### config.mk
export PLATFORM = sky130hd
export DESIGN_NAME = asc_top
export DESIGN_NICKNAME = d
export VERILOG_FILES = /design/src/verilog/asc_pkg.sv /design/src/verilog/asc_reg_if.sv /design/src/verilog/asc_regs.sv /design/src/verilog/asc_top.sv
export SDC_FILE = /design/constraint.sdc
export NUM_CORES = 1
export LEC_CHECK = 0
export ABC_AREA = 0
export BUFFER_PORTS_ARGS = -buffer_cell sky130_fd_sc_hd__clkbuf_2
export CAP_MARGIN = 20
export CELL_PAD_IN_SITES_DETAIL_PLACEMENT = 1
export CELL_PAD_IN_SITES_GLOBAL_PLACEMENT = 2
export CORE_ASPECT_RATIO = 1.2
export CORE_UTILIZATION = 31
export CTS_CLUSTER_SIZE = 10
export DETAILED_ROUTE_END_ITERATION = 10
export PLACE_DENSITY_LB_ADDON = 0.1
export SETUP_SLACK_MARGIN = 0.15
export SLEW_MARGIN = 25
export SYNTH_ARGS = -nofsm -noshare
export SYNTH_HDL_FRONTEND = slang
export SYNTH_HIERARCHICAL = 1
export SYNTH_SLANG_ARGS = --single-unit
### constraint.sdc
create_clock -name clk_sys -period 3.3 [get_ports clk_sys]
set_input_delay 0.825 -clock clk_sys [delete_from_list [all_inputs] [get_ports clk_sys]]
set_output_delay 0.825 -clock clk_sys [all_outputs]
set_load 0.1 [all_outputs]
### src/verilog/asc_pkg.sv
// constants, types and helpers for the conversion sequence control block
// What this block does
// - reference select lives in bits 7 to 6
// - reference codes: internal, input 7, supply, differential
// - decimation bits 5 to 4 apply to whole sequence
// - decimation 64/128/256/512 gives 7/9/10/12 bits
// - bits 3 to 0 name the sequence end
// - single-ended sequence runs input 0 up to end
// - differential sequence runs pair 0-1 up to end
// - pair codes map to inputs 0-1 through 6-7
// - codes 1100 up give one fixed-source conversion
// - channel field reads back last converted channel
// - start select picks pin, full, timer, software
// - each new sample raises its channel's dma trigger
package asc_pkg;
    // register indices; byte address is four times the index
    localparam logic [7:0] START_CTRL_INDEX = 8'hB4;
    localparam logic [7:0] SEQ_CTRL_INDEX = 8'hB5;
    localparam int ADDR_LSB = 2;
    localparam int INDEX_W = 8;
    // sequence control field positions
    localparam int REF_MSB = 7;
    localparam int REF_LSB = 6;
    localparam int DEC_MSB = 5;
    localparam int DEC_LSB = 4;
    localparam int CH_MSB = 3;
    localparam int CH_LSB = 0;
    // start control field positions
    localparam int ST_BIT = 6;
    localparam int CONVERSION_START_SELECT_MSB = 5;
    localparam int CONVERSION_START_SELECT_LSB = 4;
    // reset values
    localparam logic [7:0] SEQ_CTRL_RESET = 8'h10;
    localparam logic [1:0] CONVERSION_START_SELECT_RESET = 2'h3;
    localparam logic [3:0] LAST_CH_RESET = 4'h0;
    // channel code landmarks
    localparam logic [3:0] CH_FIRST_SINGLE = 4'h0;
    localparam logic [3:0] CH_LAST_SINGLE = 4'h7;
    localparam logic [3:0] CH_FIRST_DIFF = 4'h8;
    localparam logic [3:0] CH_LAST_DIFF = 4'hB;
    localparam logic [3:0] CH_FIRST_FIXED = 4'hC;
    // timing in adc clock periods
    localparam logic [9:0] SETTLE_PERIODS = 10'h010;
    localparam int ADC_DIV_DEFAULT = 6;
    localparam int DMA_TRIG_N = 9;

    // reference choices
    typedef enum logic [1:0] {
        REF_INT_1V25 = 2'b00,
        REF_EXT_ANALOG_INPUT_7 = 2'b01,
        REF_SUPPLY = 2'b10,
        REF_EXT_DIFF = 2'b11
    } asc_ref_e;

    // start event choices
    typedef enum logic [1:0] {
        START_PIN = 2'b00,
        START_FULL = 2'b01,
        START_TIMER = 2'b10,
        START_SW = 2'b11
    } asc_start_e;

    // sequencer states
    typedef enum logic [0:0] {
        ST_IDLE = 1'b0,
        ST_CONV = 1'b1
    } asc_state_e;

    // decimation rate for a select code
    function automatic logic [9:0] asc_dec_rate(input logic [1:0] sel);
        case (sel)
            2'b00: asc_dec_rate = 10'h040;
            2'b01: asc_dec_rate = 10'h080;
            2'b10: asc_dec_rate = 10'h100;
            default: asc_dec_rate = 10'h200;
        endcase
    endfunction : asc_dec_rate

    // result resolution in bits for a select code
    function automatic logic [3:0] asc_resolution(input logic [1:0] sel);
        case (sel)
            2'b00: asc_resolution = 4'h7;
            2'b01: asc_resolution = 4'h9;
            2'b10: asc_resolution = 4'hA;
            default: asc_resolution = 4'hC;
        endcase
    endfunction : asc_resolution

    // conversion length: decimation plus mux settling
    function automatic logic [9:0] asc_conv_len(input logic [1:0] sel);
        asc_conv_len = asc_dec_rate(sel) + SETTLE_PERIODS;
    endfunction : asc_conv_len

    // first channel of a sequence ending at code end_ch
    function automatic logic [3:0] asc_first_ch(input logic [3:0] end_ch);
        if (end_ch >= CH_FIRST_FIXED) begin
            asc_first_ch = end_ch;
        end else if (end_ch >= CH_FIRST_DIFF) begin
            asc_first_ch = CH_FIRST_DIFF;
        end else begin
            asc_first_ch = CH_FIRST_SINGLE;
        end
    endfunction : asc_first_ch

    // dma trigger line for a channel code
    function automatic logic [DMA_TRIG_N-1:0] asc_dma_line(input logic [3:0] ch);
        logic [3:0] idx;
        idx = CH_FIRST_SINGLE;
        if (ch <= CH_LAST_SINGLE) begin
            idx = ch;
        end else if (ch <= CH_LAST_DIFF) begin
            idx = 4'(ch - CH_FIRST_DIFF);
        end else begin
            idx = 4'(DMA_TRIG_N - 1);
        end
        asc_dma_line = DMA_TRIG_N'(1) << idx;
    endfunction : asc_dma_line
endpackage : asc_pkg

### src/verilog/asc_reg_if.sv
// carrier between the register slave and the sequencer core
`timescale 1ns/1ps
interface asc_reg_if;
    logic [7:0] seq_ctrl; // written sequence control value
    logic [1:0] start_sel; // start event select
    logic sw_start; // one-cycle software start
    logic busy; // sequence running
    logic [3:0] last_ch; // most recently converted channel
    modport regs (output seq_ctrl, output start_sel, output sw_start, input busy, input last_ch);
    modport core (input seq_ctrl, input start_sel, input sw_start, output busy, output last_ch);
endinterface : asc_reg_if

### src/verilog/asc_regs.sv
// ahb-lite register slave for the sequence and start control registers
`timescale 1ns/1ps
module asc_regs
    import asc_pkg::*;
(
    input wire logic clk_sys,
    input wire logic rst_n,
    input wire logic hsel,
    input wire logic [31:0] haddr,
    input wire logic [1:0] htrans,
    input wire logic hwrite,
    input wire logic [2:0] hsize,
    input wire logic [31:0] hwdata,
    input wire logic hready,
    output logic hreadyout,
    output logic hresp,
    output logic [31:0] hrdata,
    asc_reg_if.regs rif
);
    logic [7:0] seq_ctrl; // stored sequence control
    logic [1:0] start_sel; // stored start select
    logic wr_pend; // write in data phase
    logic [INDEX_W-1:0] wr_index; // index of pending write
    logic [31:0] next_hrdata;
    logic [7:0] next_seq_ctrl;
    logic [1:0] next_start_sel;
    logic next_wr_pend;
    logic [INDEX_W-1:0] next_wr_index;
    logic next_sw_start;
    logic sw_start;
    logic addr_ok; // address phase hits the mapped window
    logic take; // address phase taken this edge

    // index of a bus address, upper bits must be zero to map
    function automatic logic [INDEX_W-1:0] reg_index(input logic [31:0] a);
        reg_index = a[ADDR_LSB+INDEX_W-1:ADDR_LSB];
    endfunction : reg_index

    // zero wait state slave, never errors
    assign hreadyout = 1'b1;
    assign hresp = 1'b0;
    assign take = hsel && htrans[1] && hready;
    assign addr_ok = (haddr[31:ADDR_LSB+INDEX_W] == '0) && (haddr[ADDR_LSB-1:0] == '0);

    // next state of registers and read data
    always_comb begin
        next_seq_ctrl = seq_ctrl;
        next_start_sel = start_sel;
        next_wr_pend = take && hwrite && addr_ok;
        next_wr_index = reg_index(haddr);
        next_hrdata = hrdata;
        next_sw_start = 1'b0;
        // data phase of a write
        if (wr_pend) begin
            if (wr_index == SEQ_CTRL_INDEX) begin
                next_seq_ctrl = hwdata[7:0];
            end else if (wr_index == START_CTRL_INDEX) begin
                next_start_sel = hwdata[CONVERSION_START_SELECT_MSB:CONVERSION_START_SELECT_LSB];
                if (hwdata[ST_BIT] && (hwdata[CONVERSION_START_SELECT_MSB:CONVERSION_START_SELECT_LSB] == START_SW) && !rif.busy) begin
                    next_sw_start = 1'b1;
                end
            end
        end
        // read data captured at the address phase, unmapped reads zero
        if (take && !hwrite) begin
            next_hrdata = '0;
            if (addr_ok && reg_index(haddr) == SEQ_CTRL_INDEX) begin
                // channel field shows last converted channel
                next_hrdata[7:0] = {seq_ctrl[REF_MSB:DEC_LSB], rif.last_ch};
            end else if (addr_ok && reg_index(haddr) == START_CTRL_INDEX) begin
                next_hrdata[ST_BIT] = rif.busy || sw_start;
                next_hrdata[CONVERSION_START_SELECT_MSB:CONVERSION_START_SELECT_LSB] = start_sel;
            end
        end
    end

    // register stage
    always_ff @(posedge clk_sys or negedge rst_n) begin
        if (!rst_n) begin
            seq_ctrl <= SEQ_CTRL_RESET;
            start_sel <= CONVERSION_START_SELECT_RESET;
            wr_pend <= 1'b0;
            wr_index <= '0;
            hrdata <= '0;
            sw_start <= 1'b0;
        end else begin
            seq_ctrl <= next_seq_ctrl;
            start_sel <= next_start_sel;
            wr_pend <= next_wr_pend;
            wr_index <= next_wr_index;
            hrdata <= next_hrdata;
            sw_start <= next_sw_start;
        end
    end

    assign rif.seq_ctrl = seq_ctrl;
    assign rif.start_sel = start_sel;
    assign rif.sw_start = sw_start;
endmodule : asc_regs

### src/verilog/asc_top.sv
// conversion sequence control: start selection, sequencer, mux and dma trigger outputs
`timescale 1ns/1ps
module asc_top
    import asc_pkg::*;
#(
    parameter int ADC_DIV = ADC_DIV_DEFAULT // system clocks per adc clock
) (
    input wire logic clk_sys,
    input wire logic rst_n,
    input wire logic hsel,
    input wire logic [31:0] haddr,
    input wire logic [1:0] htrans,
    input wire logic hwrite,
    input wire logic [2:0] hsize,
    input wire logic [31:0] hwdata,
    input wire logic hready,
    output logic hreadyout,
    output logic hresp,
    output logic [31:0] hrdata,
    input wire logic ext_trigger_pin,
    input wire logic timer_compare_event,
    output logic [3:0] ref_onehot,
    output logic [9:0] dec_rate,
    output logic [3:0] result_bits,
    output logic [3:0] mux_code,
    output logic [2:0] ain_pos,
    output logic [2:0] ain_neg,
    output logic diff_mode,
    output logic fixed_source,
    output logic conv_active,
    output logic sample_ready,
    output logic [DMA_TRIG_N-1:0] dma_trigger,
    output logic dma_trigger_all
);
    localparam int DIV_W = (ADC_DIV > 1) ? $clog2(ADC_DIV) : 1;
    localparam logic [DIV_W-1:0] DIV_LAST = DIV_W'(ADC_DIV - 1);

    // elaboration check: the divider cannot make a rate faster than the system clock
    if (ADC_DIV < 1) begin : g_div_check
        $error("ADC_DIV must be at least 1");
    end

    asc_reg_if rif ();

    // register slave on the bus
    asc_regs u_regs (
        .clk_sys(clk_sys),
        .rst_n(rst_n),
        .hsel(hsel),
        .haddr(haddr),
        .htrans(htrans),
        .hwrite(hwrite),
        .hsize(hsize),
        .hwdata(hwdata),
        .hready(hready),
        .hreadyout(hreadyout),
        .hresp(hresp),
        .hrdata(hrdata),
        .rif(rif.regs)
    );

    asc_state_e state; // sequencer state
    asc_state_e next_state;

    logic [1:0] lat_ref; // reference latched at start
    logic [1:0] next_lat_ref;

    logic [1:0] lat_dec; // decimation latched at start
    logic [1:0] next_lat_dec;

    logic [3:0] lat_end; // end channel latched at start
    logic [3:0] next_lat_end;

    logic [3:0] cur_ch; // channel being converted
    logic [3:0] next_cur_ch;

    logic [9:0] cnt; // adc periods left in this conversion
    logic [9:0] next_cnt;

    logic [DIV_W-1:0] div_cnt; // adc clock divider
    logic [DIV_W-1:0] next_div_cnt;

    logic [3:0] last_ch; // most recent finished channel
    logic [3:0] next_last_ch;

    logic next_sample_ready;
    logic [DMA_TRIG_N-1:0] next_dma_trigger;

    logic adc_tick; // one-cycle adc clock enable
    logic start_evt; // selected start event
    logic seq_done; // this conversion is the last one

    // adc clock enable divider
    always_comb begin
        adc_tick = (div_cnt == DIV_LAST);
        next_div_cnt = adc_tick ? '0 : DIV_W'(div_cnt + 1'b1);
    end

    always_comb begin
        case (asc_start_e'(rif.start_sel))
            START_PIN: start_evt = ext_trigger_pin;
            START_FULL: start_evt = 1'b1;
            START_TIMER: start_evt = timer_compare_event;
            START_SW: start_evt = rif.sw_start;
            default: start_evt = 1'b0;
        endcase
    end

    // sequencer next state
    always_comb begin
        next_state = state;
        next_lat_ref = lat_ref;
        next_lat_dec = lat_dec;
        next_lat_end = lat_end;
        next_cur_ch = cur_ch;
        next_cnt = cnt;
        next_last_ch = last_ch;
        // pulses idle low
        next_sample_ready = 1'b0;
        next_dma_trigger = '0;
        // fixed sources stop after one; stop at end code
        seq_done = (cur_ch == lat_end) || (cur_ch >= CH_FIRST_FIXED);
        case (state)
            ST_IDLE: begin
                if (start_evt) begin
                    next_lat_ref = rif.seq_ctrl[REF_MSB:REF_LSB];
                    next_lat_dec = rif.seq_ctrl[DEC_MSB:DEC_LSB];
                    next_lat_end = rif.seq_ctrl[CH_MSB:CH_LSB];
                    // end code picks the first channel too
                    next_cur_ch = asc_first_ch(rif.seq_ctrl[CH_MSB:CH_LSB]);
                    next_cnt = asc_conv_len(rif.seq_ctrl[DEC_MSB:DEC_LSB]);
                    next_state = ST_CONV;
                end
            end
            // one period per adc tick
            ST_CONV: begin
                if (adc_tick) begin
                    if (cnt == 10'h001) begin
                        // sample ready raises its dma line
                        next_sample_ready = 1'b1;
                        next_dma_trigger = asc_dma_line(cur_ch);
                        next_last_ch = cur_ch;
                        if (seq_done) begin
                            next_state = ST_IDLE;
                        end else begin
                            // step to the next input or pair
                            next_cur_ch = 4'(cur_ch + 4'h1);
                            next_cnt = asc_conv_len(lat_dec);
                        end
                    end else begin
                        next_cnt = 10'(cnt - 10'h001);
                    end
                end
            end
            // stray code returns to idle
            default: begin
                next_state = ST_IDLE;
            end
        endcase
    end

    // sequencer registers
    always_ff @(posedge clk_sys or negedge rst_n) begin
        if (!rst_n) begin
            state <= ST_IDLE;
            lat_ref <= SEQ_CTRL_RESET[REF_MSB:REF_LSB];
            lat_dec <= SEQ_CTRL_RESET[DEC_MSB:DEC_LSB];
            lat_end <= SEQ_CTRL_RESET[CH_MSB:CH_LSB];
            cur_ch <= CH_FIRST_SINGLE;
            cnt <= '0;
            div_cnt <= '0;
            last_ch <= LAST_CH_RESET;
            sample_ready <= 1'b0;
            dma_trigger <= '0;
        end else begin
            state <= next_state;
            lat_ref <= next_lat_ref;
            lat_dec <= next_lat_dec;
            lat_end <= next_lat_end;
            cur_ch <= next_cur_ch;
            cnt <= next_cnt;
            div_cnt <= next_div_cnt;
            last_ch <= next_last_ch;
            sample_ready <= next_sample_ready;
            dma_trigger <= next_dma_trigger;
        end
    end

    // analog front end controls, all decoded from latched flops
    always_comb begin
        ref_onehot = 4'h1 << lat_ref;
        // rate and resolution of the latched select
        dec_rate = asc_dec_rate(lat_dec);
        result_bits = asc_resolution(lat_dec);
        mux_code = cur_ch;
        diff_mode = (cur_ch >= CH_FIRST_DIFF) && (cur_ch <= CH_LAST_DIFF);
        fixed_source = (cur_ch >= CH_FIRST_FIXED);
        ain_pos = cur_ch[2:0];
        ain_neg = cur_ch[2:0];
        if (diff_mode) begin
            // pair code n gives inputs 2n and 2n+1
            ain_pos = {cur_ch[1:0], 1'b0};
            ain_neg = {cur_ch[1:0], 1'b1};
        end
    end

    // status outputs
    assign conv_active = (state == ST_CONV);
    assign dma_trigger_all = sample_ready;
    assign rif.busy = (state == ST_CONV);
    assign rif.last_ch = last_ch;
endmodule : asc_top
Yosys cells after proc, flatten, opt, wreduce, memory -nomap -nowiden
Cells that the tools add are included.
{"block": "word_totals", "ff_bits": 68, "latchBits": 0, "ram_bits": 0, "mem_bits_ro": 0, "input_bits": 76, "output_inout_bits": 76, "word_cells": 127, "mem_count": 0}
{"block": "op_classes", "add_sub_neg": 6, "mul": 0, "div": 0, "n_lt_le_gt_ge": 6, "eq_ne": 20, "n_shift": 2, "n_mux": 49, "n_bitwise": 2, "n_reduce_logical": 26}
{"op": "$mux 10", "count": 10}
{"op": "$pmux 10 s3", "count": 2}
{"op": "$mux 4", "count": 12}
{"op": "$eq 8x8->1 const B", "count": 4}
{"op": "$mux 9", "count": 3}
{"op": "$logic_not 22->1", "count": 1}
{"op": "$add 10x5->10 const B", "count": 2}
{"op": "$pmux 10 s2", "count": 1}
{"op": "$ge 4x4->1 const B", "count": 4}
{"op": "$mux 3", "count": 5}
{"op": "$mux 1", "count": 12}
{"op": "$pmux 4 s3", "count": 1}
{"op": "$logic_and 1x1->1", "count": 11}
{"op": "$eq 10x1->1 const B", "count": 1}
{"op": "$eq 2x2->1 const B", "count": 5}
{"op": "$sub 10x1->10 const B", "count": 1}
{"op": "$reduce_and 3->1", "count": 3}
{"op": "$shl 1x4->9 const A", "count": 1}
{"op": "$logic_not 2->1", "count": 4}
{"op": "$pmux 4 s2", "count": 1}
{"op": "$eq 2x1->1 const B", "count": 3}
{"op": "$add 4x1->4 const B", "count": 1}
{"op": "$eq 4x4->1", "count": 1}
{"op": "$le 4x3->1 const B", "count": 1}
{"op": "other kinds (15)", "count": 21}

Logic depth before layout (Yosys ltp)
Gate-level depths: netlist of run 1.
{"block": "depth", "ltp_word": 11, "mapped_depth": 9, "ltp_nobuf": 7}

Modules after synthesis
The synthesis of run 1 kept the hierarchy.
{"mod": "asc_top", "instances": 1, "cells_each": 238, "area_per_inst_um2": 2337.2, "seq_area_each_um2": 1002.2}
{"mod": "asc_regs", "instances": 1, "cells_each": 116, "area_per_inst_um2": 1365.1, "seq_area_each_um2": 704.4}

Worst setup path after synthesis of run 1
Ideal clock, no wire load.
{"block": "synth_path", "path_type": "register -> output", "from": "register cur_ch[3] (netlist: mux_code[3])", "to": "output port ain_pos[1]", "t_arrival_ns": 3.249, "t_required_ns": 2.475, "slack_ns": -0.774, "stages_incl_launch_ff": 7, "path_buffers": 2, "cell_sequence": "dfrtp_1 -> buf_6 -> or2b_1 -> inv_1 -> nand2_1 -> nand2_1 -> buf_4"}
{"block": "synth_via", "elab_chain_cells": 3, "elab_cells_between_ends": 4, "cone_classes": "order compare: 2; mux: 1; reduce/logical: 1"}
{"element": "start: declaration", "line": "asc_top.sv:74", "text": "logic [3:0] cur_ch;"}
{"element": "start signal: assignment", "line": "asc_top.sv:180", "text": "cur_ch <= next_cur_ch;"}
{"element": "$ge 4x4->1 or $le 4x4->1 (tied branches)", "line": "asc_top.sv:196", "text": "diff_mode = (cur_ch >= CH_FIRST_DIFF) && (cur_ch <= CH_LAST_DIFF);"}
{"element": "$logic_and 1x1->1 *", "line": "asc_top.sv:196"}
{"element": "net diff_mode", "line": "asc_top.sv:28", "text": "output logic diff_mode,"}
{"element": "$mux 3 *", "line": "asc_top.sv:200", "text": "if (diff_mode) begin"}
{"element": "end: declaration", "line": "asc_top.sv:26", "text": "output logic [2:0] ain_pos,"}
The timed path passes the listed nets; every way through them passes the cells marked *.

Final worst setup path of run 1
{"block": "layout_path", "from": "register cur_ch[3] (netlist: mux_code[3])", "to": "output port ain_neg[1]"}
{"block": "layout_via", "elab_chain_cells": 3, "elab_cells_between_ends": 4, "cone_classes": "order compare: 2; mux: 1; reduce/logical: 1"}
{"element": "$ge 4x4->1 or $le 4x4->1 (tied branches)", "line": "asc_top.sv:196"}
{"element": "$logic_and 1x1->1 *", "line": "asc_top.sv:196"}
{"element": "$mux 3 *", "line": "asc_top.sv:200"}
{"element": "end: declaration", "line": "asc_top.sv:27", "text": "output logic [2:0] ain_neg,"}
Mark *: on every way between the ends. The rest lies on a longest branch, timed or not.

==> run_results.csv, run 1 <==
group,metric,value,unit
run_status,status,"completed",
synth,synthTopCellsByArea,"dfrtp_1 (43%), buf_4 (7.1%), mux2_2 (4.9%), nand2_1 (4.2%), ha_1 (3.4%)",
floorplanning,die_area,0.01239,mm^2
timing,whs,0.4879,ns
global_routing,grt_overflow,0,
synth,synth_edf_count,0,
global_routing,use_met2,26.14,%
clock_network,htree_num_levels,3,
hold_path,holdPathEnd,"last_ch[3]$_DFFE_PN0P_",
critical_path,path_buf_inv,2,
synth,seq_area_frac_synth,46.10,%
global_routing,grt_usage,15.46,%
critical_path,arrival,1.83,ns
clock_network,cts.sinks,68,
clock_network,clk_pin_slew,0.06,ns
synth,netlist.area_leader.share,43.26,%
critical_path,slowest_stage,"dfrtp_2",
clock_network,cts_setup_buffers,0,
hold_path,hold_class,"flip-flop to flip-flop",
timing,tightest_slew,0.7452,ns
timing,fin_setup_tns,0,ns
global_routing,grt_pass1_wl,14.30,mm
synth,synth_area_leader_cell,"dfrtp_1",
placement,io_buffers,91,
cells_and_area,finish.instance_area,0.004534,mm^2
power,finalPower,2.653,mW
global_routing,met3_usage,4.647,%
detailed_routing,drt_iter0_markers,62,
clock_network,cts_tree,"built",
critical_path,crit_path_max_fanout,10,
timing,period_share,80.35,%
floorplanning,chipHeight,121.7,um
timing,final-max-slew-violation-count,0,
synth,synth.avg_cell_area,10.46,um^2
placement,place.gp.congestion,0.7104,
timing,setup_viol,0,
cells_and_area,final_nets,528,
timing,fmax,377.1,MHz
detailed_routing,routed_wl,8.958,mm
global_routing,antenna_found_initial,0,
job,max-cap-violations,0,
timing,rsz0062_at_grt,"no",
critical_path,path_cells,"or2b_1 -> clkinvlp_4 -> nand2_1 -> nand2_2 -> clkbuf_2",
cells_and_area,syn_to_final_growth,22.47,%
floorplanning,coreArea,0.01162,mm^2
power,leakagePower,2.125,nW
timing,setup_ws,0.6484,ns
cells_and_area,n_antenna_cell,0,
detailed_routing,via_count,2806,
detailed_routing,dr.pass1.iters,4,
synth,synth_most_common_cell,"dfrtp_1",
synth,ys_warn_count,6,
synth,synth_common_cells,"dfrtp_1 (64), nand2_1 (41), buf_4 (35)",
clock_network,cts_made_buffers,9,
power,vdd_ir_drop_max,214.4,uV
clock_network,root_buffer,"clkbuf_16",
critical_path,cp-end-kind,"output pin",
clock_network,hold_buffers,0,
synth,synth_cell_types,68,
floorplanning,ios,152,
synth,netlist_area,0.003702,mm^2
detailed_routing,wl_per_cell,14.83,um
critical_path,worstSetupPathType,"flip-flop to output pin",
critical_path,worst-path-stages,5,
timing,worst_clock_skew,0.008851,ns
clock_network,insertion_delay,0.34,ns
timing,period_minus_slack,2.652,ns
critical_path,r2r_start,"conv_active$_DFF_PN0_",
detailed_routing,drc,0,
synth,synthCells,354,
synth,synthFlopType,"dfrtp_1",
global_routing,grt_max_degree,40,
floorplanning,die_x,101.8,um
hold_path,worstHoldStart,"last_ch[3]$_DFFE_PN0P_",
placement,dpl-instance-area,0.004194,mm^2
synth,ys_async_sr_fraction,100.0,%
critical_path,required,2.47,ns
hold_path,min_path_cells,2,
timing,finalHoldViolCount,0,
clock_network,clk_path_buf_depth,2,
critical_path,r2r_setup_slack,0.96,ns
detailed_routing,postRouteAntennaNets,0,
critical_path,critPathLaunchType,"flip-flop",
critical_path,r2r-end,"mux_code[0]$_DFFE_PN0P_",
timing,relSlewSlack,50.32,%
critical_path,rr_worst_depth,5,
placement,dpl.hpwl,6.598,mm
synth,synth_seq_cells,68,
critical_path,crit_family,"buffers and inverters",
global_routing,grt_util_met1,18.67,%
clock_network,cts_resized,0,
cells_and_area,drive_above_1_share,35.57,%
floorplanning,initial_core_util,31.86,%
power,power_density,585.1,mW/mm^2
detailed_routing,via_per_inst,4.646,
critical_path,slowest_delay,0.48,ns
floorplanning,row_count,43,
placement,pre_cts_ws,0.9156,ns
global_routing,grt_pass1_vias,2840,
global_routing,top_usage_layer,"met2",
[layer usage]
metal,wire [um],share of wire [%],vias to the layer above
met1,3812,43,1373
met4,124,1.4,0
met3,441,4.9,9
met2,4580,51,80
met5,0,0,-
li1,-,-,1344
[final cells by class]
| class | count | area [um^2] |
|---|---|---|
| clock buffer | 10 | 229.0 |
| clock inverter | 6 | 111.4 |
| fill | 1338 | 7087 |
| inverter | 13 | 52.55 |
| multi-input combinational | 254 | 1732 |
| sequential | 68 | 1708 |
| tap | 157 | 196.4 |
| timing repair buffer | 96 | 505.5 |
[power by group]
group | switching, mW | internal, mW
clock network | 0.377 | 0.740
registers | 0.0588 | 0.880
logic | 0.489 | 0.109
total | 0.924 | 1.73
[cells by family (layout without fill, tap and decap cells)]
kind of cell               count (synthesis)  in the layout  synth area share (%)
DFF                                       68             68                 46.10
muxes                                     24             24                 7.063
AOI/OAI and AO/OA                         62             62                 12.37
xor gates and xnor gates                   5              5                 1.386
and+or+nand+nor                          121            121                 19.13
other                                      3             32                0.3041
adders and majority gates                 10             10                 3.380
buffers and inverters                     61            125                 10.27
[flip-flops by register name (all words and copies together) (netlist names), 3 cells and up]
signal,cells
mux_code,4
cnt,10
u_regs/wr_index,8
u_regs/hrdata,8
lat_end,4
div_cnt,3
dma_trigger,9
u_regs/rif.seq_ctrl,8
last_ch,4
[layout by cell type (no fill, tap or decap), types with 8 or more instances in the layout]
cell type,instances
conb_1,32
ha_1,10
a21oi_1,8
inv_1,12
nor3_1,8
clkbuf_16,9
clkbuf_2,90
o21ai_1,12
nor2_1,21
mux2_2,16
o21ai_0,10
nand2_1,40
dfrtp_1,63
[worst register-to-register path, stage by stage, from the launching register on]
cell,delay (ns)
dfrtp_1,0.73
and4b_1,0.50
nand4_4,0.25
nor2_4,0.28
nor2_1,0.09
a221o_1,0.37
[worst max-delay path by stage]
| stage | start | to | slack [ns] |
|---|---|---|---|
| 2_1_floorplan | mux_code[2]$_DFFE_PN0P_ | ain_pos[1] | -0.15 |
| 3_3_place_gp | conv_active$_DFF_PN0_ | mux_code[0]$_DFFE_PN0P_ | 0.95 |
| 3_5_place_dp | conv_active$_DFF_PN0_ | mux_code[0]$_DFFE_PN0P_ | 0.92 |
| 4_1_cts | mux_code[3]$_DFFE_PN0P_ | ain_neg[1] | 0.62 |
| 5_1_grt | mux_code[3]$_DFFE_PN0P_ | ain_pos[1] | 0.56 |
| 6_report | mux_code[3]$_DFFE_PN0P_ | ain_neg[1] | 0.65 |
[stage by stage]
stage               util (%)  cells
CTS                    39.02    604
detailed placement     36.09    588
floorplan                  -    383
finish                 39.02    604
global placement       36.09    588
global route           39.02    604
Note: power is estimated with default switching activity, not from simulation.
==> run 2: changes to the inputs <==
- ABC_AREA: 0 -> 1
- CORE_UTILIZATION: 31 -> 27
- clock period: 3.3 -> 2.5 ns (I/O delays scaled with it)
==> run 2 against run 1 <==
The flow now finishes with violations (design-rule violations). Register-to-register slack worse by 0.18 ns. Hold slack worse by 0.15 ns. Wire length is 12% higher. Count of clock-buffer cells in the layout stayed put. Highest routed layer unchanged. Critical path depth is 3 lower. Largest cell class unchanged. Sequential cell count stayed put. First-iteration DRC count is 40% higher.
==> run_results.csv, run 2 <==
group,metric,value,unit
synth,yosys.area_share.simple,33.63,%
synth,synth-compound-area-share,4.621,%
critical_path,crit_path_max_fanout,5,
critical_path,worstSetupPathType,"flip-flop to output pin",
critical_path,slowest_delay,0.57,ns
synth,synth.avg_cell_area,7.989,um^2
synth,synthFlopType,"dfrtp_1",
hold_path,hold_class,"input pin to async pin",
critical_path,r2r_setup_slack,0.78,ns
timing,worst_clock_skew,0.004094,ns
timing,period_share,91.55,%
global_routing,grt_pass1_vias,3439,
cells_and_area,final_nets,671,
synth,ys_warn_count,6,
floorplanning,chipHeight,133.6,um
timing,tightest_slew,0.6973,ns
clock_network,htree_num_levels,3,
timing,final-max-slew-violation-count,0,
detailed_routing,via_per_inst,4.309,
synth,synth_top_family_by_area,"simple AND/OR/NAND/NOR gates",
critical_path,path_cells,"ha_2 -> clkbuf_2",
detailed_routing,postRouteAntennaNets,0,
power,vdd_ir_drop_max,223.5,uV
detailed_routing,routed_wl,10.06,mm
timing,rsz0062_at_grt,"no",
power,power_density,539.8,mW/mm^2
critical_path,critPathLaunchType,"flip-flop",
floorplanning,initial_core_util,27.97,%
synth,netlist.area_leader.share,41.08,%
placement,io_buffers,91,
critical_path,slowest_stage,"dfstp_2",
cells_and_area,finish.instance_area,0.004825,mm^2
floorplanning,die_area,0.01493,mm^2
run_status,status,"finished with violations",
detailed_routing,via_count,3279,
global_routing,grt_pass1_wl,17.11,mm
critical_path,arrival,1.66,ns
placement,pre_cts_ws,0.4039,ns
detailed_routing,drt_iter0_markers,87,
timing,fmax,436.9,MHz
power,leakagePower,2.608,nW
cells_and_area,final_cell_mix,"nand2_1 (150), clkbuf_2 (84), dfrtp_1 (60)",
synth,synth_common_cells,"nand2_1 (151), dfrtp_1 (64), inv_1 (48)",
clock_network,cts_setup_buffers,0,
critical_path,r2r_start,"cnt[1]$_DFFE_PN0P_",
placement,dpl.hpwl,7.908,mm
synth,synth_most_common_cell,"nand2_1",
critical_path,required,1.88,ns
synth,ys_async_sr_fraction,100.0,%
clock_network,cts.sinks,68,
detailed_routing,dr.pass1.iters,7,
global_routing,grt_overflow,0,
clock_network,root_buffer,"clkbuf_16",
detailed_routing,drc,1,
synth,synthAdderAreaFrac,3.209,%
critical_path,rr_worst_depth,8,
cells_and_area,drive_above_1_share,31.02,%
synth,netlist_area,0.003899,mm^2
floorplanning,die_x,111.7,um
cells_and_area,layout_commonest_cell,"nand2_1",
detailed_routing,wl_per_cell,13.21,um
run_status,violations,"design-rule violations",
timing,period_minus_slack,2.289,ns
synth,synthTopCellsByArea,"dfrtp_1 (41%), nand2_1 (15%), buf_4 (7.5%), inv_1 (4.6%), nand3_1 (4.5%)",
timing,setup_ws,0.2113,ns
cells_and_area,regMostFlops,"cnt",
timing,whs,0.3427,ns
floorplanning,ios,152,
synth,seq_area_frac_synth,43.77,%
floorplanning,row_count,47,
placement,dpl-instance-area,0.004522,mm^2
power,finalPower,2.604,mW
clock_network,cts_made_buffers,9,
synth,synthCells,488,
critical_path,r2r-end,"last_ch[2]$_DFFE_PN0P_",
synth,synth_area_leader_cell,"dfrtp_1",
timing,setup_viol,0,
synth,synth.area.mux_share,0,%
synth,synth_seq_cells,68,
synth,synth_edf_count,0,
clock_network,clk_path_buf_depth,2,
critical_path,endpoint,"dec_rate[9]",
clock_network,cts_tree,"built",
cells_and_area,syn_to_final_growth,23.75,%
timing,relSlewSlack,53.51,%
floorplanning,coreArea,0.01394,mm^2
critical_path,cp-end-kind,"output pin",
cells_and_area,largest_reg_flops,10,
placement,place.gp.congestion,0.7298,
global_routing,grt_usage,14.43,%
timing,finalHoldViolCount,0,
global_routing,grt_max_degree,28,
clock_network,clk_pin_slew,0.06,ns
job,max-cap-violations,0,
synth,synthXorXnorAreaFrac,1.123,%
synth,synth_cell_types,40,
cells_and_area,top_regs,"cnt (10), dma_trigger (9)",
cells_and_area,n_antenna_cell,0,
global_routing,antenna_found_initial,0,
critical_path,cp-startpoint,"lat_dec[0]$_DFFE_PN1P_",
clock_network,insertion_delay,0.33,ns
-- run 2: cell families after synthesis --
| family | after synthesis |
|---|---|
| simple gates | 273 |
| buf+inv | 99 |
| xor+xnor | 5 |
| flops | 68 |
| other cells | 3 |
| compound gates | 30 |
| fa+ha+maj | 10 |
-- run 2: how the worst min path moves through the flow --
stage,startpoint,slack (ns),end,cells past startpoint
2_1_floorplan,rst_n,0.33,cnt[0]$_DFFE_PN0P_,0
3_3_place_gp,div_cnt[0]$_DFF_PN0_,0.45,div_cnt[0]$_DFF_PN0_,1
3_5_place_dp,div_cnt[0]$_DFF_PN0_,0.46,div_cnt[0]$_DFF_PN0_,1
4_1_cts,rst_n,0.36,cnt[1]$_DFFE_PN0P_,1
5_1_grt,rst_n,0.38,cnt[1]$_DFFE_PN0P_,1
6_report,rst_n,0.34,cnt[9]$_DFFE_PN0P_,1
-- run 2: metal layers --
layer,GRT usage [%],vias to the layer above,wire (um)
met5,0,-,0
met4,4.955,0,124
met3,2.957,7,460
met2,25.12,86,5055
met1,17.64,1528,4415
li1,-,1658,-
-- run 2: layout make-up --
type	count	area (um^2)
tap	171	214.0
inverter	58	221.5
fill	1722	9112
timing repair buffer	98	541.8
clock buffer	10	239.0
clock inverter	6	40.04
sequential	68	1719
multi-input combinational	350	1849
-- run 2: through the flow --
step           cells  setup TNS (ns)  utilization (%)
2_1_floorplan    517         -0.2486                -
3_3_place_gp     745               0            32.44
3_5_place_dp     745               0            32.44
4_1_cts          761               0            34.56
5_1_grt          761               0            34.62
6_report         761               0            34.62
-- run 2: critical path, delay by kind of cell, from the launching register on --
family	cells	cell delay (ns)
buffers and inverters	1	0.48
adder cells (fa/ha/maj)	1	0.27
flip-flops	1	0.57
-- run 2: power breakdown --
group,internal [mW],switching (mW),leakage [nW],total [mW]
Clock,0.696,0.502,0.138,1.20
Sequential,1.11,0.00194,0.807,1.11
Combinational,0.0385,0.258,1.66,0.297
Total,1.84,0.762,2.61,2.60
-- run 2: timing repair --
action | 4_1_cts | 5_1_grt
pin swaps | 0 | 0
resized for setup | 5 | 5
setup endpoints to repair | 4 | 3
hold buffers | 0 | 0
